File: config.mk
export PLATFORM = sky130hd
export DESIGN_NAME = tkd_core
export DESIGN_NICKNAME = d
export VERILOG_FILES = /design/src/tkd_pkg.sv /design/src/tkd_core.sv
export SDC_FILE = /design/constraint.sdc
export NUM_CORES = 1
export LEC_CHECK = 0
export BUFFER_PORTS_ARGS = -buffer_cell sky130_fd_sc_hd__buf_4
export CORE_MARGIN = 3
export CORE_UTILIZATION = 40
export DETAILED_ROUTE_END_ITERATION = 10
export GPL_TIMING_DRIVEN = 0
export PLACE_DENSITY = 0.63
export SLEW_MARGIN = 20
export SYNTH_ARGS = -nofsm -noshare
export SYNTH_HDL_FRONTEND = slang
export SYNTH_SLANG_ARGS = --single-unit
File: constraint.sdc
create_clock -name mclk -period 11.8 [get_ports mclk]
set_clock_uncertainty 0.2 [all_clocks]
set_input_delay 1.77 -clock mclk [delete_from_list [all_inputs] [get_ports mclk]]
set_output_delay 1.77 -clock mclk [all_outputs]
set_load 0.01 [all_outputs]
File: src/tkd_pkg.sv
// package of constants and carrier types for the touch key detect and output block
package tkd_pkg;

  localparam int unsigned NUM_KEYS      = 6;                       // sensing channels
  localparam int unsigned SIG_W         = 14;                      // acquisition resolution, bits
  localparam int unsigned CLK_HZ        = 10_000_000;              // mclk rate
  localparam int unsigned INTEG_LIMIT   = 3;                       // consecutive detections to assert
  localparam int unsigned THRESH_CNT    = 6;                       // detect threshold above reference
  localparam int unsigned HYST_CNT      = 2;                       // hysteresis below threshold
  localparam int unsigned CYCLE_MS      = 33;                      // acquisition cycle period, ms
  localparam int unsigned RESP_MS       = 99;                      // response time at 10 MHz, ms
  localparam int unsigned TMO_SHORT_S   = 10;                      // short on-duration limit, s
  localparam int unsigned TMO_LONG_S    = 60;                      // long on-duration limit, s
  localparam int unsigned RECAL_PULSE_NS = 5_000;                  // least reset-pin low time, ns
  localparam int unsigned DRIFT_DIV     = 16;                      // acquisition cycles per upward drift step

  // cycle counts derived from the times above
  localparam int unsigned CYCLE_CLKS    = (CLK_HZ / 1000) * CYCLE_MS;         // clocks per acquisition cycle
  localparam int unsigned TMO_SHORT_CYC = (TMO_SHORT_S * 1000) / CYCLE_MS;    // acq cycles for 10 s
  localparam int unsigned TMO_LONG_CYC  = (TMO_LONG_S * 1000) / CYCLE_MS;     // acq cycles for 60 s
  localparam int unsigned RECAL_PULSE_CLKS = (RECAL_PULSE_NS * (CLK_HZ / 1_000_000) + 999) / 1000;

  localparam int unsigned TMO_W = 11;                              // on-duration counter width

  // strap decode result
  typedef enum logic [1:0] {
    TKD_MODE_DC_10,
    TKD_MODE_DC_60,
    TKD_MODE_TOGGLE,
    TKD_MODE_DC_INF
  } tkd_mode_e;

  // one channel's raw acquisition result
  typedef struct packed {
    logic             valid;                                       // new sample this cycle
    logic [SIG_W-1:0] level;                                       // raw signal level
  } tkd_sample_s;

  // the two strap pins
  typedef struct packed {
    logic a;                                                       // strap_select_a
    logic b;                                                       // strap_select_b
  } tkd_strap_s;

endpackage : tkd_pkg

File: src/tkd_core.sv
// detection integrator, output modes, on-duration timeout and neighbour suppression
`timescale 1ns/1ps
module tkd_core
  import tkd_pkg::*;
#(
  parameter int unsigned CYCLE_LEN = tkd_pkg::CYCLE_CLKS               // clocks per acquisition cycle
)
(
  input  wire logic                              mclk,            // 10 MHz system clock
  input  wire logic                              srst,            // synchronous reset, active high
  input  wire logic                              recal_pin_n,     // recalibration input, active low
  input  wire tkd_pkg::tkd_strap_s               strap_pins,      // strap_select_a / strap_select_b
  input  wire logic                              suppress_en,     // neighbour_key_suppression variant
  input  wire tkd_pkg::tkd_sample_s [tkd_pkg::NUM_KEYS-1:0] sample, // raw levels, same clock domain
  input  wire logic                              burst_busy,      // acquisition still bursting
  output logic [tkd_pkg::NUM_KEYS-1:0]           key_out,         // key outputs, high = touched
  output logic                                   cycle_tick       // acquisition cycle strobe
);
  import tkd_pkg::*;

  // ************************************************************
  // constants and helpers
  // ************************************************************
  localparam logic [SIG_W-1:0] THR_V  = SIG_W'(THRESH_CNT);        // threshold in signal counts
  localparam logic [SIG_W-1:0] HYS_V  = SIG_W'(THRESH_CNT - HYST_CNT); // release level

  // ring neighbours of key k
  function automatic int unsigned nb_lo(input int unsigned k);
    nb_lo = (k == 0) ? NUM_KEYS - 1 : k - 1;
  endfunction

  function automatic int unsigned nb_hi(input int unsigned k);
    nb_hi = (k == NUM_KEYS - 1) ? 0 : k + 1;
  endfunction

  // signal above reference, saturating at zero
  function automatic logic [SIG_W-1:0] delta(input logic [SIG_W-1:0] lvl, input logic [SIG_W-1:0] ref_v);
    delta = (lvl > ref_v) ? lvl - ref_v : '0;
  endfunction

  // ************************************************************
  // pin synchronisers
  // ************************************************************
  logic       recal_meta_q;                                        // first stage, read by second only
  logic       recal_sync_q;                                        // synchronised reset pin
  tkd_strap_s strap_meta_q;                                        // first stage of strap pins
  tkd_strap_s strap_sync_q;                                        // synchronised strap pins

  // two flops per pin; strap pins are slow but still asynchronous
  always_ff @(posedge mclk)
  begin
    if (srst)
    begin
      recal_meta_q <= 1'b1;
      recal_sync_q <= 1'b1;
      strap_meta_q <= '0;
      strap_sync_q <= '0;
    end
    else
    begin
      recal_meta_q <= recal_pin_n;
      recal_sync_q <= recal_meta_q;
      strap_meta_q <= strap_pins;
      strap_sync_q <= strap_meta_q;
    end
  end

  // ************************************************************
  // recalibration request from the pin
  // ************************************************************
  logic [15:0] low_cnt_q;                                          // clocks the pin has been low
  logic        pin_recal_q;                                        // pending pin-driven recal

  // a short glitch below the documented width is ignored; recal fires on release
  always_ff @(posedge mclk)
  begin
    if (srst)
    begin
      low_cnt_q   <= '0;
      pin_recal_q <= 1'b1;
    end
    else if (!recal_sync_q)
    begin
      if (low_cnt_q != 16'hFFFF)
        low_cnt_q <= low_cnt_q + 16'h0001;
    end
    else
    begin
      // pulse long enough arms a full recalibration
      if (low_cnt_q >= 16'(RECAL_PULSE_CLKS))
        pin_recal_q <= 1'b1;
      else if (cycle_tick)
        pin_recal_q <= 1'b0;
      low_cnt_q <= '0;
    end
  end

  // ************************************************************
  // acquisition cycle timer
  // ************************************************************
  logic [21:0] cyc_cnt_q;                                          // clocks within current cycle
  logic        tick_q;                                             // one-clock cycle strobe

  // cycle closes only after its period and once bursts finish, so long bursts stretch it
  always_ff @(posedge mclk)
  begin
    if (srst)
    begin
      cyc_cnt_q <= '0;
      tick_q    <= 1'b0;
    end
    else if (cyc_cnt_q >= 22'(CYCLE_LEN - 1) && !burst_busy)
    begin
      cyc_cnt_q <= '0;
      tick_q    <= 1'b1;
    end
    else
    begin
      if (cyc_cnt_q != 22'h3F_FFFF)
        cyc_cnt_q <= cyc_cnt_q + 22'h00_0001;
      tick_q <= 1'b0;
    end
  end

  assign cycle_tick = tick_q;

  // ************************************************************
  // strap mode, resampled per cycle
  // ************************************************************
  tkd_mode_e mode_q;                                               // active output mode

  // decode straps on every cycle boundary so changes take effect live
  always_ff @(posedge mclk)
  begin
    if (srst)
      mode_q <= TKD_MODE_DC_INF;
    else if (tick_q)
    begin
      if (!strap_sync_q.a && strap_sync_q.b)
        mode_q <= TKD_MODE_DC_10;
      else if (strap_sync_q.a && !strap_sync_q.b)
        mode_q <= TKD_MODE_DC_60;
      else if (strap_sync_q.a && strap_sync_q.b)
        mode_q <= TKD_MODE_TOGGLE;
      else
        mode_q <= TKD_MODE_DC_INF;
    end
  end

  // ************************************************************
  // per-channel state
  // ************************************************************
  logic [SIG_W-1:0]  ref_q   [NUM_KEYS];                           // reference level
  logic [SIG_W-1:0]  lvl_q   [NUM_KEYS];                           // latest raw level
  logic [1:0]        integ_q [NUM_KEYS];                           // detection integrator
  logic [TMO_W-1:0]  tmo_q   [NUM_KEYS];                           // on-duration timer
  logic [NUM_KEYS-1:0] det_q;                                      // integrated detection in effect
  logic [NUM_KEYS-1:0] out_q;                                      // output flops
  logic [NUM_KEYS-1:0] recal_q;                                    // channel recal on next tick
  logic [3:0]        drift_q;                                      // drift step prescaler

  logic [NUM_KEYS-1:0] above;                                      // level above threshold
  logic [NUM_KEYS-1:0] hold;                                       // level above hysteresis
  logic [NUM_KEYS-1:0] supp;                                       // suppressed by a neighbour
  logic [NUM_KEYS-1:0] tmo_hit;                                    // on-duration expired

  // comparisons against reference, neighbour check and timer limit
  always_comb
  begin
    for (int k = 0; k < NUM_KEYS; k++)
    begin
      above[k] = delta(lvl_q[k], ref_q[k]) >= THR_V;
      hold[k]  = delta(lvl_q[k], ref_q[k]) >= HYS_V;
      // neighbour already reporting, or stronger right now
      supp[k]  = suppress_en &&
                 (out_q[nb_lo(k)] || out_q[nb_hi(k)] ||
                  delta(lvl_q[nb_lo(k)], ref_q[nb_lo(k)]) > delta(lvl_q[k], ref_q[k]) ||
                  delta(lvl_q[nb_hi(k)], ref_q[nb_hi(k)]) > delta(lvl_q[k], ref_q[k]));
      case (mode_q)
        TKD_MODE_DC_10,
        TKD_MODE_TOGGLE: tmo_hit[k] = tmo_q[k] >= TMO_W'(TMO_SHORT_CYC);
        TKD_MODE_DC_60:  tmo_hit[k] = tmo_q[k] >= TMO_W'(TMO_LONG_CYC);
        default:         tmo_hit[k] = 1'b0;
      endcase
    end
  end

  // latch raw samples as they arrive
  always_ff @(posedge mclk)
  begin
    for (int k = 0; k < NUM_KEYS; k++)
    begin
      if (srst)
        lvl_q[k] <= '0;
      else if (sample[k].valid)
        lvl_q[k] <= sample[k].level;
    end
  end

  // drift prescaler, counted in acquisition cycles
  always_ff @(posedge mclk)
  begin
    if (srst)
      drift_q <= '0;
    else if (tick_q)
      drift_q <= (drift_q == 4'(DRIFT_DIV - 1)) ? 4'h0 : drift_q + 4'h1;
  end

  // ************************************************************
  // integrator, outputs, timers, reference
  // ************************************************************
  always_ff @(posedge mclk)
  begin
    for (int k = 0; k < NUM_KEYS; k++)
    begin
      if (srst)
      begin
        integ_q[k] <= '0;
        tmo_q[k]   <= '0;
        det_q[k]   <= 1'b0;
        out_q[k]   <= 1'b0;
        recal_q[k] <= 1'b1;
        ref_q[k]   <= '0;
      end
      else if (tick_q)
      begin
        if (pin_recal_q || recal_q[k])
        begin
          // full recalibration: reference snaps to level; toggle state survives a channel recal but a pin recal clears it
          ref_q[k]   <= lvl_q[k];
          integ_q[k] <= '0;
          tmo_q[k]   <= '0;
          det_q[k]   <= 1'b0;
          recal_q[k] <= 1'b0;
          if (mode_q != TKD_MODE_TOGGLE || pin_recal_q)
            out_q[k] <= 1'b0;
        end
        else if (!det_q[k])
        begin
          if (above[k] && !supp[k])
          begin
            if (integ_q[k] == 2'(INTEG_LIMIT - 1))
            begin
              det_q[k]   <= 1'b1;
              integ_q[k] <= '0;
              if (mode_q == TKD_MODE_TOGGLE)
                out_q[k] <= ~out_q[k];
              else
                out_q[k] <= 1'b1;
            end
            else
              integ_q[k] <= integ_q[k] + 2'b01;
          end
          else
            integ_q[k] <= '0;
          // drift only while idle and not a held suppressed key
          if (!(above[k] && supp[k]) && (drift_q == '0 || lvl_q[k] < ref_q[k]))
          begin
            if (lvl_q[k] > ref_q[k])
              ref_q[k] <= ref_q[k] + SIG_W'(1);
            else if (lvl_q[k] < ref_q[k])
              ref_q[k] <= ref_q[k] - SIG_W'(1);
          end
        end
        else
        begin
          // detection in effect: hold or release with hysteresis
          if (!hold[k])
          begin
            det_q[k] <= 1'b0;
            tmo_q[k] <= '0;
            if (mode_q != TKD_MODE_TOGGLE)
              out_q[k] <= 1'b0;
          end
          else if (tmo_hit[k])
            recal_q[k] <= 1'b1;
          else if (tmo_q[k] != '1)
            tmo_q[k] <= tmo_q[k] + TMO_W'(1);
        end
      end
    end
  end

  assign key_out = out_q;

endmodule // tkd_core

==> results of run 1 <==
## cells in the mapped netlist, types with 16 or more instances
library cell	number	share of area, %
nand3_1	132	2.5
o21ai_0	143	2.8
or3_1	43	1.0
dfxtp_1	70	5.4
o221ai_1	38	1.3
a21oi_1	125	2.4
nand2b_1	24	0.58
edfxtp_1	246	28
ha_1	205	9.9
o21a_1	36	1.0
and3_1	53	1.3
inv_1	236	3.4
nand2_1	256	3.7
a22oi_1	18	0.52
xnor2_1	136	4.6
nor2_1	262	3.8
nor3_1	90	1.7
clkbuf_1	62	0.90
a22o_1	16	0.54
nor4_1	33	0.80
a211oi_1	39	1.1
and2_1	107	2.6
a21o_1	42	1.2
o211ai_1	41	1.2
nor2b_1	31	0.75
xor2_1	58	2.0
a31oi_1	21	0.51
or2_2	35	0.84
nand4_1	55	1.3
o31ai_1	20	0.58
## sequential cells by signal, indices dropped and copies added (netlist names), 2 cells and up
register,count
cyc_cnt_q,22
det_q,6
drift_q,4
integ_q,12
key_out,6
low_cnt_q,16
lvl_q,84
mode_q,2
recal_q,6
ref_q,84
strap_meta_q,2
strap_sync_q,2
tmo_q,66
## routing by layer
layer / vias to the layer above / wire (µm) / GRT usage [%]
met2: 606 / 32670 / 33.86
met3: 154 / 3949 / 3.367
li1: 11360 / - / -
met5: - / 17 / 0
met1: 10790 / 32740 / 27.63
met4: 2 / 2501 / 7.541
## path summary, 6_finish.rpt
kind | from | endpoint | slack, ps | cells after the start
hold reg to reg | recal_meta_q | recal_sync_q | 210 | 1
setup reg to reg | ref_q[5][6] | ref_q[4][10] | 4750 | 22
setup / recovery | ref_q[5][6] | ref_q[4][10] | 4750 | 22
hold / removal | recal_meta_q | recal_sync_q | 210 | 1
## cell usage in the layout (no fill, tap or decap), types with 14 or more instances in the layout
cell type,netlist,final
ha_1,205,205
xor2_1,58,58
edfxtp_1,246,246
a211o_1,14,14
buf_4,1,108
a21oi_1,125,125
o31a_1,15,15
nand4_1,55,55
o31ai_1,20,20
a31oi_1,21,21
a22o_1,16,16
nor2_1,262,262
inv_1,236,236
a211oi_1,39,39
dfxtp_1,70,70
nor2b_1,31,31
o211ai_1,41,41
clkbuf_1,62,73
o221ai_1,38,38
nand3_1,132,132
or2_2,35,35
a21o_1,42,42
buf_2,15,15
nor3_1,90,89
nand2b_1,24,24
clkbuf_16,0,42
and2_1,107,107
a22oi_1,18,18
o21ai_0,143,142
nand2_1,256,256
xnor2_1,136,136
o21a_1,36,36
or3_1,43,43
and3_1,53,53
nor4_1,33,33
## power groups by stage
| stage | clock (mW) | sequential [mW] | combinational (mW) |
|---|---|---|---|
| after floorplan | 0 | 1.30 | 0.735 |
| after global placement | 0 | 1.32 | 0.978 |
| after detailed placement | 0 | 1.32 | 0.987 |
| after CTS | 1.25 | 1.30 | 0.992 |
| after global routing | 1.29 | 1.30 | 1.12 |
| final | 1.22 | 1.30 | 1.00 |
## worst max-delay path: stages, from the launching register on
cell      delay [ps]
edfxtp_1         310
clkbuf_1         300
inv_1            140
ha_1             390
and3_1           200
o21ai_1          110
o21a_1           210
o21a_1           180
o21a_1           240
nor2_1           440
clkbuf_1         380
nand2_1          210
ha_1             360
a21o_1           180
a21o_1           170
a221o_1          340
a211oi_1         440
o31ai_1          110
o21a_1           200
o211ai_1         270
and2_1           160
clkbuf_1         370
nand3_1          650
## logic make-up after synthesis
| group | after synthesis | synth area share, % |
|---|---|---|
| AO/OA/AOI/OAI | 741 | 20.25 |
| XOR/XNOR | 195 | 6.657 |
| adder cells (fa/ha/maj) | 211 | 10.35 |
| buffers and inverters | 329 | 5.248 |
| flip-flops | 316 | 33.88 |
| multiplexers | 12 | 0.4679 |
| AND/OR/NAND/NOR | 1184 | 23.14 |
## cell type report
type	count	share of cell area (%)
Multi-Input combinational cell	2343	54.21
Sequential cell	316	30.14
Clock buffer	56	3.820
Tap cell	846	3.631
Inverter	238	3.064
Timing Repair Buffer	111	2.884
Buffer	91	1.614
Clock inverter	18	0.6223
Antenna cell	1	0.008583
==> flow_summary_export.csv, run 1 <==
group,metric,value,unit
run_status,status,"complete, no violations",
timing,fmax,0.1419,GHz
cts,cts-htree-levels,2,
synth,count_of_unique_library_cells_instantiated_by_yosys,118,
place,numPortBuffers,102,
detailed_routing,drt-pass1-iter-count,6,
place,dpl_cell_area,0.02783,mm²
layout,finish.cell_count_without_fillers,4020,
floorplanning,top_level_ports,104,
detailed_routing,drt-total-wl,71880,µm
synth,synth.avg_cell_area,8.681,µm²
power,cellPowerDensity,120.8,mW/mm²
floorplanning,chipHeight,260.6,µm
power,power.static_leakage,11.44,nW
setup_path,worstSetupStartpointType,"flip-flop",
cts,cts_buffers,40,
timing,drv_slew,0,
cts,cts.root.buffer_cell,"clkbuf_16",
setup_path,critical_path_required,11690,ps
synth,ys_async_sr_fraction,0,%
detailed_routing,postRouteAntennaNets,0,
global_routing,grt-ovfl-total,0,
setup_path,worst_ep_arrival_time,6930,ps
global_routing,groute.usage.overall,20.71,%
floorplanning,start_util,40.75,%
cts,cts_hold_repair.buffers,0,
floorplanning,die_width,260.6,µm
power,power_switching_share,32.81,%
cts,ctsResizeCount,0,
timing,timing.final.setup_violations,0,
worst_hold_path,worst_hold_path_type,"reg2reg",
synth,number_of_enable_flip_flop_cells_after_synthesis,246,
detailed_routing,drt_first_iter_violations,1516,
layout,fin_nets,3449,
timing,final_critical_path_setup_slack,4754,ps
place,placedCellCount,3942,
power,clock_power_share,34.7,%
timing,min_period_over_period,59.71,%
cts,cts.sink_count,316,
floorplanning,coreArea,0.06366,mm²
place,dp_hpwl,55290,µm
setup_path,crit_path_end_kind,"flip-flop",
synth,syn_inst,2988,
power,total_chip_power,3.521,mW
timing,tns,0,ps
global_routing,grt_first_pass_wirelength,114100,µm
synth,postSynthNetCount,3296,
timing,worst-slew-pin-transition,1017,ps
synth,yosysSeqAreaShare,33.88,%
cts,cts.path.max_buffers,3,
layout,area_delta_synth_final,12.40,%
layout,utilization,45.80,%
power,switchingPower,1.155,mW
synth,cell_area_after_technology_mapping,0.02594,mm²
synth,synth_warnings,0,
cts,clock_latency_reported_for_the_late_side_of_the_worst_skew_pair,580,ps
detailed_routing,post_drt_via_cell_ratio,5.698,
power,pwr-share-comb,28.5,%
layout,fill_cells,6294,
cts,cts.clk_slew.worst_paths,60,ps
detailed_routing,remaining_drc_errors,0,
cts,cts_tree,"done",
place,dp_worst_setup_slack,4692,ps
timing,slew-limit-headroom,31.49,%
timing,finalWorstPathRequiredPeriod,7046,ps
global_routing,via_count_of_the_first_global_routing_pass,21660,
layout,final-seq-area,0.008788,mm²
global_routing,antenna_violations_before_repair,2,
timing,rsz0062_at_grt,"false",
layout,post-route-cell-area,0.02915,mm²
timing,number_of_hold_slack_violations_in_the_final_timing_report,0,
layout,ratio_of_cells_with_drive_above_1_in_the_final_layout,8.919,%
setup_path,worstSetupPathType,"reg2reg",
layout,multiInputGateArea,0.01581,mm²
cts,post_cts_buffers,0,
timing,holdWs,208.9,ps
power,p_int,2.366,mW
floorplanning,core.rowCount,92,
detailed_routing,num_vias,22910,
synth,ys.flop_type,"edfxtp_1",
detailed_routing,avgRoutedWirePerCell,17.88,µm
global_routing,largest_net_degree_at_the_start_of_global_routing,15,
synth,synth_seq_cells,316,
setup_path,worstPathMaxFanout,14,
power,ir_drop,0.00008306,V
flow_run,maxCapViolCount,0,
floorplanning,die-area,0.06794,mm²
power,power.sequential.fraction,36.9,%
place,gpl.final_weighted_congestion,0.9177,
(Power assumes the default switching activity.)
==> inputs of run 2 (changes only) <==
--- a/config.mk
+++ b/config.mk
@@ -10,7 +10,7 @@
 export CORE_UTILIZATION = 40
 export DETAILED_ROUTE_END_ITERATION = 10
 export GPL_TIMING_DRIVEN = 0
-export PLACE_DENSITY = 0.63
+export PLACE_DENSITY = 0.65
 export SLEW_MARGIN = 20
 export SYNTH_ARGS = -nofsm -noshare
 export SYNTH_HDL_FRONTEND = slang
==> constraint.sdc (replaced) <==
create_clock -name mclk -period 6.2 [get_ports mclk]
set_clock_uncertainty 0.2 [all_clocks]
set_input_delay 0.93 -clock mclk [delete_from_list [all_inputs] [get_ports mclk]]
set_output_delay 0.93 -clock mclk [all_outputs]
set_load 0.01 [all_outputs]
==> flow_summary_export.csv, run 2 (synthesized netlist as in run 1, its figures left out) <==
group,metric,value,unit
detailed_routing,post_drt_via_cell_ratio,5.699,
floorplanning,core.rowCount,92,
floorplanning,die_width,260.6,µm
layout,fin_nets,3449,
global_routing,groute.usage.overall,20.56,%
place,numPortBuffers,102,
power,ir_drop,0.0001550,V
layout,largest_registers,"lvl_q (84), ref_q (84), tmo_q (66)",
global_routing,grt_first_pass_wirelength,113100,µm
timing,finalWorstPathRequiredPeriod,5987,ps
floorplanning,die-area,0.06794,mm²
detailed_routing,drt_first_iter_violations,2011,
floorplanning,top_level_ports,104,
floorplanning,chipHeight,260.6,µm
detailed_routing,drt-total-wl,72050,µm
run_status,status,"complete, no violations",
cts,cts.root.buffer_cell,"clkbuf_16",
timing,rsz0062_at_grt,"false",
setup_path,critical_path_required,6270,ps
setup_path,crit_path_end_kind,"flip-flop",
global_routing,via_count_of_the_first_global_routing_pass,21270,
cts,cts-htree-levels,2,
place,dp_worst_setup_slack,-836.3,ps
global_routing,grt-ovfl-total,0,
timing,final_critical_path_setup_slack,213.3,ps
worst_hold_path,worst_hold_path_type,"reg2reg",
setup_path,worst_ep_arrival_time,6060,ps
setup_path,worstSetupStartpointType,"flip-flop",
worst_hold_path,terminating_pin_of_the_worst_hold_path,"recal_sync_q",
detailed_routing,drt-pass1-iter-count,8,
worst_hold_path,worstHoldPathCells,1,
worst_hold_path,min-delay-start,"recal_meta_q",
layout,mostFrequentLayoutCells,"261 x nor2_1, 255 x nand2_1, 246 x edfxtp_1, 236 x inv_1, 204 x ha_1",
place,dp_hpwl,54820,µm
place,gpl.final_weighted_congestion,0.9211,
place,dpl_cell_area,0.02782,mm²
detailed_routing,avgRoutedWirePerCell,17.94,µm
setup_path,worstSetupPathType,"reg2reg",
cts,cts_hold_repair.buffers,0,
global_routing,global_route.peak_usage_layer,"met2",
power,power.static_leakage,11.46,nW
cts,cts.sink_count,316,
cts,clock_latency_reported_for_the_late_side_of_the_worst_skew_pair,570,ps
cts,cts_buffers,39,
global_routing,antenna_violations_before_repair,2,
global_routing,use_met2,33.69,%
setup_path,worstReg2RegStart,"lvl_q[5][0]",
timing,number_of_hold_slack_violations_in_the_final_timing_report,0,
layout,area_delta_synth_final,12.82,%
setup_path,worstPathMaxFanout,10,
layout,final_common_cell,"nor2_1",
layout,fill_cells,6205,
cts,cts.clk_slew.worst_paths,60,ps
layout,post-route-cell-area,0.02926,mm²
setup_path,reg2reg_slack,210,ps
timing,fmax,0.1670,GHz
timing,min_period_over_period,96.56,%
detailed_routing,postRouteAntennaNets,0,
flow_run,maxCapViolCount,0,
setup_path,reg2reg_to,"ref_q[5][13]",
timing,timing.final.setup_violations,0,
layout,ratio_of_cells_with_drive_above_1_in_the_final_layout,9.748,%
floorplanning,coreArea,0.06366,mm²
setup_path,critPathLaunch,"lvl_q[5][0]",
timing,slew-limit-headroom,27.04,%
global_routing,grt_use_met1,27.67,%
timing,drv_slew,0,
detailed_routing,num_vias,22890,
global_routing,largest_net_degree_at_the_start_of_global_routing,15,
floorplanning,start_util,40.75,%
setup_path,r2r_cells,24,
power,cellPowerDensity,227.1,mW/mm²
global_routing,globalRouteMet3Util,3.115,%
cts,cts.path.max_buffers,3,
layout,diodes,0,
detailed_routing,remaining_drc_errors,0,
timing,worst-slew-pin-transition,1094,ps
cts,cts_tree,"done",
-- run 2: per-stage QoR --
stage	instances	hold slack, ps	utilization [%]	setup TNS (ps)	total power, mW
finish	4016	207.7	45.97	0	6.646
floorplan	2988	189.5	-	0	3.875
global placement	3936	194.9	43.61	-42250	4.369
detailed placement	3940	195.9	43.70	-30000	4.387
CTS	4009	209.6	45.73	0	6.671
global route	4016	216.1	45.97	0	7.021
-- run 2: worst max-delay path, cell delays in order (launching register included) --
cell,delay [ps]
edfxtp_1,430
inv_1,80
ha_1,150
inv_1,50
fa_1,420
a211o_1,360
a211oi_2,300
o21a_1,170
o21a_1,130
o21a_2,210
nor2_4,90
clkbuf_2,220
nand2_1,170
ha_1,260
a21o_1,180
a21o_1,170
a221o_1,350
a211oi_2,350
a41oi_1,110
o41ai_2,330
o21bai_4,240
a21oi_2,140
o211ai_1,150
buf_4,210
buf_4,190
-- run 2: per-layer routing --
layer / part of all wire, % / wire (µm) / up-vias
met2: 46 / 32970 / 692
met1: 45 / 32480 / 10670
li1: - / - / 11370
met5: 0.018 / 13 / -
met4: 3.3 / 2353 / 2
met3: 5.9 / 4229 / 149
-- run 2: worst max path at each step --
stage | endpoint | slack, ps
5_1_grt | ref_q[5][13] | 2
3_3_place_gp | ref_q[5][13] | -830
3_5_place_dp | ref_q[4][7] | -840
6_report | ref_q[5][13] | 210
2_1_floorplan | ref_q[4][0] | 640
4_1_cts | ref_q[1][13] | 7
-- run 2: power by group --
group,switching [mW],internal [mW],total [mW]
Combinational,1.15,0.786,1.94
Clock,0.945,1.29,2.23
Sequential,0.0950,2.38,2.47
-- run 2: layout make-up --
| cell class | count | area [µm²] | area share [%] |
|---|---|---|---|
| multi-input combinational | 2344 | 15960 | 54.53 |
| timing repair buffer | 114 | 872.1 | 2.980 |
| clock inverter | 25 | 231.5 | 0.7910 |
| sequential | 316 | 8788 | 30.03 |
| clock buffer | 45 | 998.5 | 3.412 |
| inverter | 238 | 893.4 | 3.053 |
| tap | 846 | 1059 | 3.617 |
| buffer | 88 | 464.2 | 1.586 |
-- run 2: timing repair --
item,4_1_cts,5_1_grt
setup endpoints to repair,91,136
setup buffers,0,5
pin swaps,0,3
gates resized for setup,13,22
endpoints found under the hold margin,0,0
cloned,0,1
==> inputs of run 3 (changes only) <==
--- a/config.mk
+++ b/config.mk
@@ -6,11 +6,13 @@
 export NUM_CORES = 1
 export LEC_CHECK = 0
 export BUFFER_PORTS_ARGS = -buffer_cell sky130_fd_sc_hd__buf_4
-export CORE_MARGIN = 3
+export CAP_MARGIN = 20
+export CORE_MARGIN = 2
 export CORE_UTILIZATION = 40
 export DETAILED_ROUTE_END_ITERATION = 10
 export GPL_TIMING_DRIVEN = 0
 export PLACE_DENSITY = 0.65
+export RECOVER_POWER = 25
 export SLEW_MARGIN = 20
 export SYNTH_ARGS = -nofsm -noshare
 export SYNTH_HDL_FRONTEND = slang
==> flow_summary_export.csv, run 3 (synthesized netlist as in run 1, its figures left out) <==
group,metric,value,unit
place,gpl.final_weighted_congestion,0.9246,
cts,cts.root.buffer_cell,"clkbuf_16",
power,ir_drop,0.0001501,V
timing,finalWorstPathRequiredPeriod,5918,ps
setup_path,slowest_delay,410,ps
floorplanning,start_util,40.38,%
detailed_routing,post_drt_via_cell_ratio,5.715,
setup_path,worstSetupPathType,"reg2reg",
layout,final_common_cell,"nor2_1",
layout,area_delta_synth_final,12.73,%
layout,ratio_of_cells_with_drive_above_1_in_the_final_layout,9.343,%
layout,largest_registers,"lvl_q (84), ref_q (84), tmo_q (66)",
global_routing,grt-ovfl-total,0,
cts,cts.sink_count,316,
worst_hold_path,worst_hold_path_type,"reg2reg",
global_routing,via_count_of_the_first_global_routing_pass,21440,
place,dpl_cell_area,0.02783,mm²
global_routing,antenna_violations_before_repair,1,
place,numPortBuffers,102,
floorplanning,die_width,258.6,µm
flow_run,maxCapViolCount,1,
worst_hold_path,worstHoldPathCells,1,
timing,number_of_hold_slack_violations_in_the_final_timing_report,0,
setup_path,crit_path_end_kind,"flip-flop",
cts,cts_hold_repair.buffers,0,
cts,cts_buffers,38,
global_routing,largest_net_degree_at_the_start_of_global_routing,15,
detailed_routing,postRouteAntennaNets,0,
run_status,status,"finished with violations",
timing,worst-slew-pin-transition,1519,ps
cts,cts-htree-levels,2,
cts,clock_latency_reported_for_the_late_side_of_the_worst_skew_pair,570,ps
detailed_routing,drt-total-wl,71670,µm
floorplanning,chipHeight,258.6,µm
detailed_routing,avgRoutedWirePerCell,17.80,µm
timing,timing.final.setup_violations,0,
setup_path,worstSetupStartpointType,"flip-flop",
layout,fin_nets,3449,
timing,slew-limit-headroom,-1.248,%
timing,drv_slew,12,
setup_path,r2r_cells,24,
timing,min_period_over_period,95.45,%
global_routing,grt_first_pass_wirelength,113500,µm
detailed_routing,remaining_drc_errors,0,
setup_path,worstPathMaxFanout,10,
cts,cts_tree,"done",
power,cellPowerDensity,228.0,mW/mm²
setup_path,path_cells,"inv_1 > ha_1 > inv_1 > fa_1 > a211o_1 > a211oi_4 > o21a_1 > o21a_1 > o21a_2 > nor2_4 > buf_2 > nand2_1 > ha_1 > a21o_1 > a21o_1 > a221o_1 > a211oi_4 > a41oi_1 > o41ai_2 > o21bai_4 > a21oi_2 > o211ai_1 > buf_4 > buf_4",
detailed_routing,num_vias,23010,
layout,post-route-cell-area,0.02924,mm²
cts,cts.clk_slew.worst_paths,60,ps
floorplanning,top_level_ports,104,
setup_path,worst_ep_arrival_time,5990,ps
global_routing,groute.usage.overall,20.77,%
floorplanning,coreArea,0.06423,mm²
floorplanning,core.rowCount,93,
timing,fmax,0.1690,GHz
layout,fill_cells,6327,
cts,cts.path.max_buffers,3,
layout,mostFrequentLayoutCells,"261 x nor2_1, 255 x nand2_1, 246 x edfxtp_1, 236 x inv_1, 204 x ha_1",
run_status,failed_checks,"capacitance limit, slew limit",
place,dp_hpwl,54610,µm
setup_path,crit_slowest_cell,"edfxtp_1",
setup_path,critical_path_required,6270,ps
detailed_routing,drt_first_iter_violations,1952,
floorplanning,die-area,0.06690,mm²
power,power.static_leakage,11.37,nW
detailed_routing,drt-pass1-iter-count,6,
timing,tns,0,ps
run 3: final timing paths:
| kind | start | endpoint | slack (ps) |
|---|---|---|---|
| min reg2reg | recal_meta_q | recal_sync_q | 210 |
| min | recal_meta_q | recal_sync_q | 210 |
| max | lvl_q[5][0] | ref_q[5][13] | 280 |
| max reg2reg | lvl_q[5][0] | ref_q[5][13] | 280 |
run 3: final cells by class:
class | count | area [µm²] | share of cell area [%]
antenna | 3 | 7.507 | 0.02568
clock inverter | 22 | 239.0 | 0.8173
tap | 855 | 1070 | 3.659
timing repair buffer | 117 | 852.1 | 2.914
sequential | 316 | 8788 | 30.06
inverter | 238 | 893.4 | 3.055
clock buffer | 45 | 977.2 | 3.342
multi-input combinational | 2344 | 15980 | 54.64
buffer | 86 | 434.2 | 1.485
run 3: report_power, final:
part / internal (mW) / switching (mW) / total (mW)
Combinational: 0.795 / 1.16 / 1.95
Sequential: 2.38 / 0.0948 / 2.47
Clock: 1.30 / 0.938 / 2.24
run 3: critical path, delay by kind of cell, from the launching register on:
family	cells	cell delay, ps
AOI/OAI and AO/OA	14	3170
DFF	1	410
and+or+nand+nor	2	230
adders and majority gates	3	830
buffers and inverters	5	760
run 3: metal layers:
metal / vias up / track usage [%] / share of wire [%]
li1: 11360 / - / -
met1: 10880 / 27.88 / 45
met2: 652 / 34.58 / 47
met3: 124 / 3.149 / 5.9
met4: 0 / 6.053 / 2.6
met5: - / 0 / 0
run 3: timing repair:
item	4_1_cts	5_1_grt
setup endpoints to repair	92	143
pin swaps	0	3
cloned	0	1
resized for setup	14	24
buffers inserted	0	7
run 3: metrics by stage:
step | hold slack (ps) | std cells | total power [mW] | setup WS (ps) | utilization [%]
2_1_floorplan | 189.5 | 2988 | 3.875 | 641.6 | -
3_3_place_gp | 196.5 | 3945 | 4.369 | -859.2 | 43.24
3_5_place_dp | 199.2 | 3950 | 4.386 | -795.3 | 43.33
4_1_cts | 214.4 | 4016 | 6.664 | 12.50 | 45.34
5_1_grt | 243.3 | 4023 | 7.040 | -6.406 | 45.51
6_report | 215.0 | 4026 | 6.665 | 282.2 | 45.52
